`config.mk`:
```
export PLATFORM = sky130hd
export DESIGN_NAME = board_watchdog_timer
export DESIGN_NICKNAME = d
export VERILOG_FILES = /design/src/logic/wdt_pkg.sv /design/src/logic/wdt_tick_gen.sv /design/src/logic/board_watchdog_timer.sv
export SDC_FILE = /design/constraint.sdc
export NUM_CORES = 1
export LEC_CHECK = 0
export ABC_CLOCK_PERIOD_IN_PS = 2900
export BUFFER_PORTS_ARGS = -buffer_cell sky130_fd_sc_hd__buf_2
export CORE_MARGIN = 5
export CORE_UTILIZATION = 54
export CTS_CLUSTER_SIZE = 20
export DETAILED_ROUTE_END_ITERATION = 6
export PLACE_DENSITY = 0.73
export SLEW_MARGIN = 5
export SYNTH_ARGS = -nofsm -noshare
export SYNTH_HDL_FRONTEND = slang
export SYNTH_HIERARCHICAL = 1
export SYNTH_SLANG_ARGS = --single-unit
```
`constraint.sdc`:
```
create_clock -name clk -period 2.9 [get_ports clk]
set_input_delay 0.435 -clock clk [delete_from_list [all_inputs] [get_ports clk]]
set_output_delay 0.435 -clock clk [all_outputs]
set_load 0.01 [all_outputs]
```
`src/logic/wdt_pkg.sv`:
```
// constants and types shared by the watchdog design
package wdt_pkg;
    localparam int unsigned CLK_HZ        = 20_000_000;
    localparam int unsigned CLK_PERIOD_NS = 50;
    // tick unit in milliseconds for each unit-select setting
    localparam int unsigned UNIT_SEC_MS   = 1000;
    localparam int unsigned UNIT_MIN_MS   = 60000;
    localparam int unsigned SEC_CYCLES    = (UNIT_SEC_MS * (CLK_HZ / 1000));
    localparam int unsigned MIN_CYCLES    = (UNIT_MIN_MS * (CLK_HZ / 1000));
    localparam int unsigned COUNT_W       = 8;
    localparam logic [7:0]  COUNT_RESET   = 8'h00;
    localparam logic [7:0]  SUBFN_LOAD    = 8'h02;
    localparam logic [7:0]  SERVICE_CODE  = 8'h6F;
    localparam int unsigned PRESCALE_W    = 32;
    typedef enum logic [2:0] {
        ST_OFF    = 3'b001,
        ST_RUN    = 3'b010,
        ST_EXPIRE = 3'b100
    } wdt_state_t;
    typedef enum logic {
        ACT_RESET = 1'b0,
        ACT_NMI   = 1'b1
    } wdt_action_t;
endpackage : wdt_pkg

```
`src/logic/wdt_tick_gen.sv`:
```
// divider producing a one-cycle tick per selected time unit
module wdt_tick_gen
    import wdt_pkg::*;
#(
    parameter int unsigned SEC_DIV = SEC_CYCLES,
    parameter int unsigned MIN_DIV = MIN_CYCLES
) (
    // clock and reset
    input  wire logic clk,
    input  wire logic resetn,
    // control
    input  wire logic run,
    input  wire logic unitMinutes,
    // tick output
    output logic      tick
);
    logic [PRESCALE_W-1:0] div_r;
    logic [PRESCALE_W-1:0] div_nxt;
    logic [PRESCALE_W-1:0] limit;
    logic                  tick_nxt;

    always_comb begin
        limit = unitMinutes ? PRESCALE_W'(MIN_DIV - 1)
                            : PRESCALE_W'(SEC_DIV - 1);
        tick_nxt = 1'b0;
        div_nxt  = div_r + PRESCALE_W'(1);
        // stopped divider restarts a full unit on the next load
        if (!run) begin
            div_nxt = '0;
        end else if (div_r >= limit) begin
            div_nxt  = '0;
            tick_nxt = 1'b1;
        end
    end

    always_ff @(posedge clk or negedge resetn) begin
        if (!resetn) begin
            div_r <= '0;
            tick  <= 1'b0;
        end else begin
            div_r <= div_nxt;
            tick  <= tick_nxt;
        end
    end
endmodule // wdt_tick_gen

```
`src/logic/board_watchdog_timer.sv`:
```
// watchdog countdown with reset or nmi action on expiry
// Functional notes
// [RULE_01] software loads count through service call
// [RULE_02] nonzero load starts the countdown
// [RULE_03] reaching zero signals an expiry event
// [RULE_04] expiry gives cold reset or nmi
// [RULE_05] each reload restarts from new value
// [RULE_06] zero load disables the watchdog
// [RULE_07] unit-select setting sets tick length
// [RULE_08] software keeps ten percent margin
// [RULE_09] software disables before program exit
// [RULE_10] eight-bit count, one per tick
// [RULE_11] disabled after system reset
module board_watchdog_timer
    import wdt_pkg::*;
#(
    parameter int unsigned SEC_DIV = SEC_CYCLES,
    parameter int unsigned MIN_DIV = MIN_CYCLES,
    parameter int unsigned PULSE_CYCLES = 16
) (
    // clock and reset
    input  wire logic               clk,
    input  wire logic               resetn,
    // load from the service-call handler, same clock domain
    input  wire logic               loadStrobe,
    input  wire logic [COUNT_W-1:0] loadValue,
    // setup options, static levels from the setup store
    input  wire logic               unitMinutes,
    input  wire logic               actionNmi,
    // expiry actions
    output logic                    coldReset,
    output logic                    nmiOut,
    output logic                    expired,
    // status
    output logic                    running,
    output logic [COUNT_W-1:0]      countValue
);
    wdt_state_t         state_r;
    wdt_state_t         state_nxt;
    logic [COUNT_W-1:0] count_r;
    logic [COUNT_W-1:0] count_nxt;
    logic [7:0]         pulse_r;
    logic [7:0]         pulse_nxt;
    logic               coldReset_nxt;
    logic               nmi_nxt;
    logic               expired_nxt;
    logic               tick;
    logic               unitSync1_r;
    logic               unitSync2_r;
    logic               actSync1_r;
    logic               actSync2_r;
    logic [8:0]         actLen_r;
    logic [8:0]         actLen_nxt;

    // setup straps may change asynchronously; two flops before use
    always_ff @(posedge clk or negedge resetn) begin
        if (!resetn) begin
            unitSync1_r <= 1'b0;
            unitSync2_r <= 1'b0;
            actSync1_r  <= 1'b0;
            actSync2_r  <= 1'b0;
        end else begin
            unitSync1_r <= unitMinutes;
            unitSync2_r <= unitSync1_r;
            actSync1_r  <= actionNmi;
            actSync2_r  <= actSync1_r;
        end
    end

    // [RULE_07] unit selects divider
    wdt_tick_gen #(
        .SEC_DIV (SEC_DIV),
        .MIN_DIV (MIN_DIV)
    ) u_tick (
        .clk         (clk),
        .resetn      (resetn),
        .run         (state_r == ST_RUN && !loadStrobe),
        .unitMinutes (unitSync2_r),
        .tick        (tick)
    );

    always_comb begin
        state_nxt     = state_r;
        count_nxt     = count_r;
        pulse_nxt     = pulse_r;
        coldReset_nxt = 1'b0;
        nmi_nxt       = 1'b0;
        expired_nxt   = 1'b0;
        case (state_r)
            ST_OFF, ST_RUN: begin
                if (loadStrobe) begin
                    // [RULE_02] [RULE_05] [RULE_06] load or disable
                    count_nxt = loadValue;
                    state_nxt = (loadValue == '0) ? ST_OFF : ST_RUN;
                end else if (state_r == ST_RUN && tick) begin
                    // [RULE_10] one count per tick
                    count_nxt = count_r - COUNT_W'(1);
                    if (count_r == COUNT_W'(1)) begin
                        // [RULE_03] expiry event
                        state_nxt   = ST_EXPIRE;
                        expired_nxt = 1'b1;
                        // full count: action lags state by one cycle
                        pulse_nxt   = 8'(PULSE_CYCLES);
                    end
                end
            end
            ST_EXPIRE: begin
                // [RULE_04] hold chosen action for a pulse
                coldReset_nxt = !actSync2_r;
                nmi_nxt       = actSync2_r;
                if (pulse_r == 8'h00) begin
                    state_nxt     = ST_OFF;
                    coldReset_nxt = 1'b0;
                    nmi_nxt       = 1'b0;
                end else begin
                    pulse_nxt = pulse_r - 8'h01;
                end
            end
            default: begin
                state_nxt = ST_OFF;
                count_nxt = COUNT_RESET;
            end
        endcase
    end

    always_ff @(posedge clk or negedge resetn) begin
        if (!resetn) begin
            // [RULE_11] come up disabled
            state_r   <= ST_OFF;
            count_r   <= COUNT_RESET;
            pulse_r   <= 8'h00;
            coldReset <= 1'b0;
            nmiOut    <= 1'b0;
            expired   <= 1'b0;
        end else begin
            state_r   <= state_nxt;
            count_r   <= count_nxt;
            pulse_r   <= pulse_nxt;
            coldReset <= coldReset_nxt;
            nmiOut    <= nmi_nxt;
            expired   <= expired_nxt;
        end
    end

    assign running    = (state_r == ST_RUN);
    assign countValue = count_r;

    // checker helper: cycles the current action has stood so far
    always_comb begin
        actLen_nxt = '0;
        if (coldReset || nmiOut) begin
            actLen_nxt = actLen_r + 9'(1);
        end
    end

    always_ff @(posedge clk or negedge resetn) begin
        if (!resetn) begin
            actLen_r <= '0;
        end else begin
            actLen_r <= actLen_nxt;
        end
    end

    // [RULE_06] zero load stops the count
    a_zero_disables: assert property ( // [RULE_06]
        @(posedge clk) disable iff (!resetn)
        loadStrobe && loadValue == '0 |=> !running ##1 !expired)
        else $error("zero load did not disable");

    // [RULE_02] nonzero load starts run
    a_load_starts: assert property ( // [RULE_02]
        @(posedge clk) disable iff (!resetn)
        loadStrobe && loadValue != '0 && state_r != ST_EXPIRE
        |=> running && countValue == $past(loadValue))
        else $error("nonzero load did not start count");

    // [RULE_02] running count never zero
    a_run_nonzero: assert property ( // [RULE_02]
        @(posedge clk) disable iff (!resetn)
        running |-> countValue != 8'h00)
        else $error("running with zero count");

    // [RULE_10] decrement by one per tick
    a_tick_decrement: assert property ( // [RULE_10]
        @(posedge clk) disable iff (!resetn)
        running && tick && !loadStrobe && countValue > 1
        |=> countValue == $past(countValue) - 8'h01)
        else $error("count did not decrement by one");

    // [RULE_10] no change without tick
    a_count_holds: assert property ( // [RULE_10]
        @(posedge clk) disable iff (!resetn)
        running && !tick && !loadStrobe |=> $stable(countValue))
        else $error("count changed without tick");

    // [RULE_03] last tick expires
    a_expiry_event: assert property ( // [RULE_03]
        @(posedge clk) disable iff (!resetn)
        running && tick && !loadStrobe && countValue == 8'h01
        |=> expired ##1 !expired)
        else $error("expiry pulse missing");

    // [RULE_04] reset action selected
    a_reset_action: assert property ( // [RULE_04]
        @(posedge clk) disable iff (!resetn)
        expired && !actSync2_r && $stable(actSync2_r) |=> coldReset && !nmiOut)
        else $error("cold reset action missing");

    // [RULE_04] nmi action selected
    a_nmi_action: assert property ( // [RULE_04]
        @(posedge clk) disable iff (!resetn)
        expired && actSync2_r && $stable(actSync2_r) |=> nmiOut && !coldReset)
        else $error("nmi action missing");

    // [RULE_04] only one action at once
    a_action_exclusive: assert property ( // [RULE_04]
        @(posedge clk) disable iff (!resetn)
        !(coldReset && nmiOut))
        else $error("both actions driven");

    // [RULE_04] loads dropped during action
    a_load_refused: assert property ( // [RULE_04]
        @(posedge clk) disable iff (!resetn)
        state_r == ST_EXPIRE && loadStrobe |=> !running)
        else $error("load accepted during action");

    // [RULE_06] no action while off
    a_off_quiet: assert property ( // [RULE_06]
        @(posedge clk) disable iff (!resetn)
        state_r == ST_OFF |-> !coldReset && !nmiOut && !expired)
        else $error("action while disabled");

    // [RULE_04] action ends within 300 cycles
    a_action_ends: assert property ( // [RULE_04]
        @(posedge clk) disable iff (!resetn)
        $rose(coldReset || nmiOut) |-> ##[1:300] !(coldReset || nmiOut))
        else $error("action never released");

    // [RULE_04] action lasts the full pulse
    a_pulse_length: assert property ( // [RULE_04]
        @(posedge clk) disable iff (!resetn)
        $fell(coldReset || nmiOut) |-> actLen_r == 9'(PULSE_CYCLES))
        else $error("action pulse length wrong");
endmodule // board_watchdog_timer

```
# Yosys cells after proc, flatten, opt, wreduce, memory -nomap -nowiden

Index checks and enable logic that the tools add are counted.

Register bits after elaboration: 59
Input port bits: 13
Output and inout port bits: 12
Word-level logic and storage cells: 66

Add/subtract/negate cells: 3
$lt $le $gt $ge: 1
Equality and inequality tests: 11
Muxes and demuxes: 27
Bitwise gates (word level): 1
Reductions and logical operators: 11

Operators by type and width:

| operator              | count |
|---|---|
| $mux 32               | 2 |
| $mux 8                | 6 |
| $add 32x1->32 const B | 1 |
| $ge 32x32->1          | 1 |
| $pmux 8 s2            | 2 |
| $mux 31               | 1 |
| $logic_not 8->1       | 2 |
| $sub 8x1->8 const B   | 2 |
| $mux 3                | 4 |
| $mux 1                | 10 |
| $ne 2x2->1 const B    | 5 |
| $eq 8x1->1 const B    | 1 |
| $ne 3x3->1 const B    | 2 |
| $pmux 3 s2            | 1 |
| $reduce_and 5->1      | 1 |
| $eq 3x1->1 const B    | 1 |
| $eq 3x2->1 const B    | 1 |
| $eq 3x3->1 const B    | 1 |
| $reduce_and 3->1      | 1 |
| $logic_and 1x1->1     | 2 |
| $logic_not 1->1       | 2 |
| $mux 2                | 1 |
| $reduce_and 2->1      | 1 |
| $reduce_bool 2->1     | 1 |
| other kinds (2)       | 2 |

# Depth between registers and ports, before layout

Gate-level depths: netlist (run 1).

Depth after elaboration: 5
Mapped depth: 8
Depth with buffers taken out: 7

# Hierarchy

Netlist (run 1), hierarchy kept.

By module, submodules not included:

| module               | times used | cells an instance | area each (µm²) | seq. area each (µm²) |
|---|---|---|---|---|
| wdt_tick_gen         | 1          | 206               | 1996.9          | 825.8 |
| board_watchdog_timer | 1          | 137               | 1400.1          | 651.9 |

# Worst setup path before layout (run 1)

OpenSTA, ideal clock, no wires.

Path kind: flip-flop to flip-flop
Start: register unitSync2_r
End: register u_tick.div_r[26]
Setup time: 119 ps
Arrival: 2036 ps
Data required time: 2781 ps
Slack: 746 ps
Stages on the path, launching flop included: 9
Path buffers: 1
Clock period less this slack: 2154 ps
Cell sequence: dfrtp_1 inv_1 ha_1 nand4b_1 or3_1 o311a_1 nand3_2 buf_6 nor2_1

Cells in the longest elaborated chain, start to end: 4

Ends and longest elaborated chain:

| item                     | RTL line                   | RTL |
|---|---|---|
| start: declaration       | board_watchdog_timer.sv:49 | `logic unitSync2_r;` |
| start signal: assignment | board_watchdog_timer.sv:64 | `unitSync2_r <= unitSync1_r;` |
| $mux 31                  | wdt_tick_gen.sv:23         | `limit = unitMinutes ? PRESCALE_W'(MIN_DIV - 1)` |
| $ge 32x32->1             | wdt_tick_gen.sv:30         | `end else if (div_r >= limit) begin` |
| $mux 32                  | wdt_tick_gen.sv:30         |  |
| $mux 32                  | wdt_tick_gen.sv:28         | `if (!run) begin` |
| via u_tick.div_nxt[26]   | wdt_tick_gen.sv:18         | `logic [PRESCALE_W-1:0] div_nxt;` |
| end signal: assignment   | wdt_tick_gen.sv:41         | `div_r <= div_nxt;` |
| end: declaration         | wdt_tick_gen.sv:17         | `logic [PRESCALE_W-1:0] div_r;` |

The timed path passes the listed nets, and every way through them passes these cells.
A chain may end at the register's enable or synchronous reset.

# Worst setup path in the final report (run 1)

Start: register unitSync2_r
End: register u_tick.div_r[20]

Same word-level chain as after synthesis.

==> results of run 1 <==
per-layer routing:
metal  GRT usage [%]  wire length [um]  vias to the layer above
li1                -                 -                     1321
met1           24.39              3303                     1263
met2           30.68              3220                       38
met3           3.594               219                        5
met4           8.660                68                        0
met5               0                 0                        -
Yosys cell counts (all sizes together), types with 2 or more instances:
library cell	instances	area share, %
a211o	4	1.0
a211oi	2	0.44
a21o	4	0.88
a21oi	9	1.3
a32oi	2	0.52
and2	4	0.74
and3	3	0.55
and4	7	1.8
buf	5	1.3
clkbuf	2	0.22
dfrtp	58	43
ha	19	7.0
inv	16	1.8
mux2i	3	0.88
nand2	17	1.9
nand2b	2	0.37
nand3	19	2.9
nand4	10	2.2
nand4b	4	1.0
nor2	46	5.1
nor2b	2	0.37
nor3	15	2.2
nor3b	4	1.4
nor4	12	2.4
nor4b	4	1.2
o2111ai	2	0.52
o211ai	2	0.44
o21a	2	0.44
o21ai	6	0.99
o22ai	3	0.55
or3	6	1.4
xnor2	22	5.9
xor2	11	2.8
sequential cells by signal, indices dropped and copies added (netlist names):
name          cells
u_tick/div_r     32
countValue        8
pulse_r           8
state_r           3
actSync1_r        1
actSync2_r        1
coldReset         1
expired           1
nmiOut            1
u_tick/tick       1
unitSync1_r       1
unitSync2_r       1
final timing paths:
check,cells after the start,startpoint,endpoint,slack [ps]
worst max-delay path,8,unitSync2_r,u_tick/div_r[20],420
worst min-delay path,1,actionNmi,actSync1_r,210
worst max register to register,8,unitSync2_r,u_tick/div_r[20],420
worst min register to register,0,actSync1_r,actSync2_r,350
max in group asynchronous,3,resetn,u_tick/div_r[21],1500
min in group asynchronous,2,resetn,countValue[3],520
power groups by stage:
stage                     Clock (W)  Combinational [W]  Sequential [W]
after global routing       0.000904           0.000675         0.00101
final                      0.000842           0.000601        0.000996
after floorplan                   0           0.000417         0.00101
after CTS                  0.000864           0.000605        0.000994
after global placement            0           0.000589         0.00101
after detailed placement          0           0.000600         0.00101
kinds of logic (layout without fill, tap and decap cells):
kind of cell             count (synthesis)  count (layout)
AO/OA/AOI/OAI                           47              47
multiplexers                             4               4
XOR/XNOR                                33              33
flip-flops                              59              59
AND/OR/NAND/NOR                        158             158
adder cells (fa/ha/maj)                 19              19
buffers and inverters                   23              60
stage by stage:
step                      total power, W  worst slack, ps  cells
after floorplan                 0.001431            745.7    343
after global placement          0.001595            517.3    438
after detailed placement        0.001610            395.1    438
after CTS                       0.002463            389.4    455
after global routing            0.002586            256.1    455
final                           0.002439            423.1    455
critical path: stages, from the launching register on:
cell and delay (ps):
dfrtp_1 450, inv_1 220, ha_1 360, nand4b_1 150, or3_1 410, o311a_1 340, nand3_2 170, buf_12 190
nor2_1 60
timing repair:
item | CTS | global route
gates resized for setup | 0 | 0
hold endpoints to repair | 14 | 0
hold buffers | 1 | 0
buffers inserted | 0 | 0
layout make-up:
class | count | area, um2 | share of cell area [%]
inverters | 16 | 60.06 | 1.569
multi-input cells | 261 | 1808 | 47.22
clock buffers | 9 | 123.9 | 3.235
flip-flops and latches | 59 | 1478 | 38.59
well taps | 75 | 93.84 | 2.451
clock inverters | 7 | 100.1 | 2.614
repair buffers | 28 | 165.2 | 4.314
==> results.sh, run 1 <==
export IMPL_finalWirelength_um=6811
export IMPL_wl_per_cell_um=14.97
export IMPL_max_cap_violations=0
export IMPL_cts_buffers=9
export IMPL_core_um2=6026
export IMPL_antenna_cells=0
export IMPL_synth_edf_count=0
export IMPL_drive_above_1_share_pct=14.47
export IMPL_rsz0062_at_grt="false"
export IMPL_fin_tns_setup_ps=0
export IMPL_holdCritPathClass="in2reg"
export IMPL_crit_required_ps=3110
export IMPL_critPathKind="reg2reg"
export IMPL_combPwrFrac_pct=24.6
export IMPL_finalSetupViolCount=0
export IMPL_maxSlewViolCount=0
export IMPL_power_density_nw_per_um2=637.0
export IMPL_critPathMaxFanout=25
export IMPL_max_clock_freq_ghz=0.4037
export IMPL_worst_skew_pair_late_latency_ps=330
export IMPL_clock_sinks=59
export IMPL_avgSynthCellArea_um2=9.904
export IMPL_synth_mux_area_share_pct=1.215
export IMPL_final_common_cell="dfrtp_1"
export IMPL_drt_vias_per_instance=5.774
export IMPL_area_growth_pct=12.71
export IMPL_fin_crit_ps=2477
export IMPL_design_area_um2=3829
export IMPL_tightest_slew_ps=605.9
export IMPL_syn_area_um2=3397
export IMPL_place_port_buffers=24
export IMPL_synth_fa_ha_area_share_pct=6.998
export IMPL_yosys_warnings=6
export IMPL_yosys_area_share_simple_pct=26.37
export IMPL_fin_nets=407
export IMPL_drtPass1Iterations=4
export IMPL_hold_slack_ps=208.8
export IMPL_skew_ps=8.806
export IMPL_switching_share_pct=32.46
export IMPL_cts_root_buf="clkbuf_8"
export IMPL_slew_headroom_pct=59.27
export IMPL_status="finished clean"
export IMPL_die_h_um=89.32
export IMPL_synthCells=343
export IMPL_io_pins=25
export IMPL_worstPathArrival_ps=2690
export IMPL_p_sw_w=0.0007917
export IMPL_route_vias_total=2627
export IMPL_grt_pass1_vias=2604
export IMPL_finalCritPeriodShare_pct=85.41
export IMPL_synthFlopType="dfrtp_1"
export IMPL_drc_errors=0
export IMPL_grt_use_total_pct=18.89
export IMPL_grt_pass1_wl_um=11660
export IMPL_crit_path_start_kind="flop"
export IMPL_grt_max_degree=46
export IMPL_dpl_cell_area_um2=3595
export IMPL_place_congestion=0.8211
export IMPL_row_count=28
export IMPL_fin_util_pct=63.54
export IMPL_synth_compound_gate_area_share_pct=9.908
export IMPL_synth_fp_nets=375
export IMPL_drt_iter0_markers=88
export IMPL_tritoncts="built"
export IMPL_nFillCells=535
export IMPL_hold_viol=0
export IMPL_ant_nets=0
export IMPL_p_clk_share_pct=34.5
export IMPL_dieWidth_um=89.32
export IMPL_synth_top_family_by_area="simple AND/OR/NAND/NOR gates"
export IMPL_hpwlAfterDp_um=4832
export IMPL_clockBufferDepth=2
export IMPL_seq_area_frac_synth_pct=43.50
export IMPL_antenna_found_initial=0
export IMPL_crit_path_end_kind="flop"
export IMPL_synthXorXnorAreaFrac_pct=8.729
export IMPL_ys_seq_elements=59
export IMPL_ir_worst_vdd_v=0.0004692
export IMPL_path_clk_slew_ps=70
export IMPL_async_reset_ff_share_pct=100.0
export IMPL_p_int_w=0.001647
export IMPL_htree_levels=3
export IMPL_p_leak_nw=1.685
export IMPL_die_area_um2=7977
export IMPL_final_cell_mix="58 x dfrtp_1, 46 x nor2_1, 24 x buf_2, 21 x xnor2_1, 19 x ha_1"
export IMPL_initial_core_util_pct=56.37
export IMPL_power_share_sequential_pct=40.8
export IMPL_grt_overflow=0
export IMPL_ys_types=59
Note: power is estimated with default switching activity, not from simulation.
==> run 2, diff against run 1 <==
--- a/config.mk
+++ b/config.mk
@@ -6,12 +6,12 @@
 export NUM_CORES = 1
 export LEC_CHECK = 0
 export ABC_CLOCK_PERIOD_IN_PS = 2900
-export BUFFER_PORTS_ARGS = -buffer_cell sky130_fd_sc_hd__buf_2
 export CORE_MARGIN = 5
 export CORE_UTILIZATION = 54
 export CTS_CLUSTER_SIZE = 20
 export DETAILED_ROUTE_END_ITERATION = 6
-export PLACE_DENSITY = 0.73
+export DONT_BUFFER_PORTS = 1
+export PLACE_DENSITY = 0.69
 export SLEW_MARGIN = 5
 export SYNTH_ARGS = -nofsm -noshare
 export SYNTH_HDL_FRONTEND = slang
==> run 2 against run 1 <==
Effect of this change: worst hold slack got worse by 86 ps; clock skew barely moved; sequential cell count unchanged; first-iteration DRC count grew 42%; critical path depth stayed put; design area is 3.0% lower; sequential power barely moved; largest power group unchanged; sequential share of layout area grew 1.2 points; die area did not move.
==> results.sh, run 2 (synthesized netlist as in run 1, its figures left out) <==
export IMPL_place_port_buffers=0
export IMPL_drt_vias_per_instance=5.919
export IMPL_rsz0062_at_grt="false"
export IMPL_nFillCells=509
export IMPL_min_to="actSync1_r"
export IMPL_hold_start="actionNmi"
export IMPL_p_clk_share_pct=32.6
export IMPL_final_common_cell="dfrtp_1"
export IMPL_grt_pass1_vias=2478
export IMPL_register_area_um2=1478
export IMPL_route_vias_total=2557
export IMPL_crit_buf_inv=2
export IMPL_dp_cells=414
export IMPL_grt_overflow=0
export IMPL_holdCritPathClass="in2reg"
export IMPL_initial_core_util_pct=56.37
export IMPL_skew_ps=8.988
export IMPL_p_leak_nw=1.572
export IMPL_clockBufferDepth=2
export IMPL_row_count=28
export IMPL_die_area_um2=7977
export IMPL_finalSetupViolCount=0
export IMPL_fin_nets=384
export IMPL_crit_family="simple AND/OR/NAND/NOR gates"
export IMPL_critPathMaxFanout=20
export IMPL_slowest_stage="dfrtp_1"
export IMPL_power_share_sequential_pct=44.2
export IMPL_maxSlewViolCount=0
export IMPL_grt_use_total_pct=18.29
export IMPL_htree_levels=3
export IMPL_reg2reg_to="u_tick/div_r[26]"
export IMPL_cts_root_buf="clkbuf_8"
export IMPL_clock_sinks=59
export IMPL_drc_errors=0
export IMPL_slew_headroom_pct=62.54
export IMPL_status="finished clean"
export IMPL_finalCritPeriodShare_pct=86.56
export IMPL_max_cap_violations=0
export IMPL_power_density_nw_per_um2=623.6
export IMPL_dieWidth_um=89.32
export IMPL_reg2reg_slack_ps=390
export IMPL_fin_tns_setup_ps=0
export IMPL_ant_nets=0
export IMPL_fin_cells=432
export IMPL_max_clock_freq_ghz=0.3984
export IMPL_finalWirelength_um=6671
export IMPL_final_cell_mix="58 x dfrtp_1, 46 x nor2_1, 21 x xnor2_1, 19 x ha_1, 18 x nand3_1"
export IMPL_drt_iter0_markers=125
export IMPL_reg2regPathDepth=8
export IMPL_worst_skew_pair_late_latency_ps=340
export IMPL_critPathKind="reg2reg"
export IMPL_hold_slack_ps=122.7
export IMPL_largest_register="u_tick/div_r"
export IMPL_hpwlAfterDp_um=4599
export IMPL_largest_reg_flops=32
export IMPL_fin_util_pct=61.61
export IMPL_grt_max_degree=60
export IMPL_path_clk_slew_ps=70
export IMPL_die_h_um=89.32
export IMPL_p_int_w=0.001534
export IMPL_worstPathArrival_ps=2740
export IMPL_crit_path_end_kind="flop"
export IMPL_crit_required_ps=3130
export IMPL_ir_worst_vdd_v=0.0004375
export IMPL_combPwrFrac_pct=23.2
export IMPL_io_pins=25
export IMPL_tritoncts="built"
export IMPL_grt_pass1_wl_um=11350
export IMPL_place_congestion=0.8442
export IMPL_path_cells="inv_1, ha_1, nand4b_1, or3_1, o311a_1, nand3_2, buf_12, nor2_1"
export IMPL_drtPass1Iterations=4
export IMPL_antenna_cells=0
export IMPL_crit_path_start_kind="flop"
export IMPL_tightest_slew_ps=557.6
export IMPL_area_growth_pct=9.282
export IMPL_wl_per_cell_um=15.44
export IMPL_cts_buffers=9
export IMPL_multi_input_area_um2=1808
export IMPL_drive_above_1_share_pct=8.964
export IMPL_fin_crit_ps=2510
export IMPL_hold_depth=0
export IMPL_crit_path_start="unitSync2_r"
export IMPL_hold_viol=0
export IMPL_cp_slowest_stage_delay_ps=450
export IMPL_core_um2=6026
export IMPL_antenna_found_initial=0
export IMPL_switching_share_pct=33.73
export IMPL_r2r_start="unitSync2_r"
export IMPL_p_sw_w=0.0007808
run 2: repair_timing:
item,4_1_cts,5_1_grt
setup buffers,0,0
gates resized for setup,0,0
endpoints found under the hold margin,59,0
hold buffers,2,0
run 2: worst max-delay path by stage:
stage	slack, ps	cells after the start	endpoint
after floorplan	750	8	u_tick/div_r[26]
after CTS	390	8	u_tick/div_r[2]
final	390	8	u_tick/div_r[26]
after global routing	210	8	u_tick/div_r[16]
after detailed placement	400	8	u_tick/div_r[2]
after global placement	470	8	u_tick/div_r[26]
run 2: power groups by stage:
| stage | Clock, W | Sequential (W) | Combinational, W |
|---|---|---|---|
| final | 0.000756 | 0.00102 | 0.000537 |
| after global routing | 0.000812 | 0.00104 | 0.000604 |
| after CTS | 0.000773 | 0.00102 | 0.000539 |
| after detailed placement | 0 | 0.00104 | 0.000512 |
| after global placement | 0 | 0.00104 | 0.000505 |
| after floorplan | 0 | 0.00101 | 0.000417 |
run 2: routing by layer:
layer	global-route usage, %	vias up	part of all wire (%)	routed length [um]
met5	0	-	0	0
met2	29.14	48	47	3105
met3	3.594	13	4.3	286
li1	-	1271	-	-
met4	7.984	0	1.7	115
met1	24.25	1225	47	3163
run 2: metrics by stage:
stage	total power (W)	instance area, um2	setup WS [ps]
floorplan	0.001431	3397	745.7
global placement	0.001542	3475	473.9
detailed placement	0.001551	3475	400.3
CTS	0.002336	3712	389.6
global route	0.002453	3712	208.0
finish	0.002315	3712	389.7
run 2: area by class of cell:
class	count	area share, %
multi-input cells	261	48.70
well taps	75	2.528
clock buffers	9	3.337
flip-flops and latches	59	39.80
clock inverters	7	2.056
inverters	16	1.618
repair buffers	5	1.955
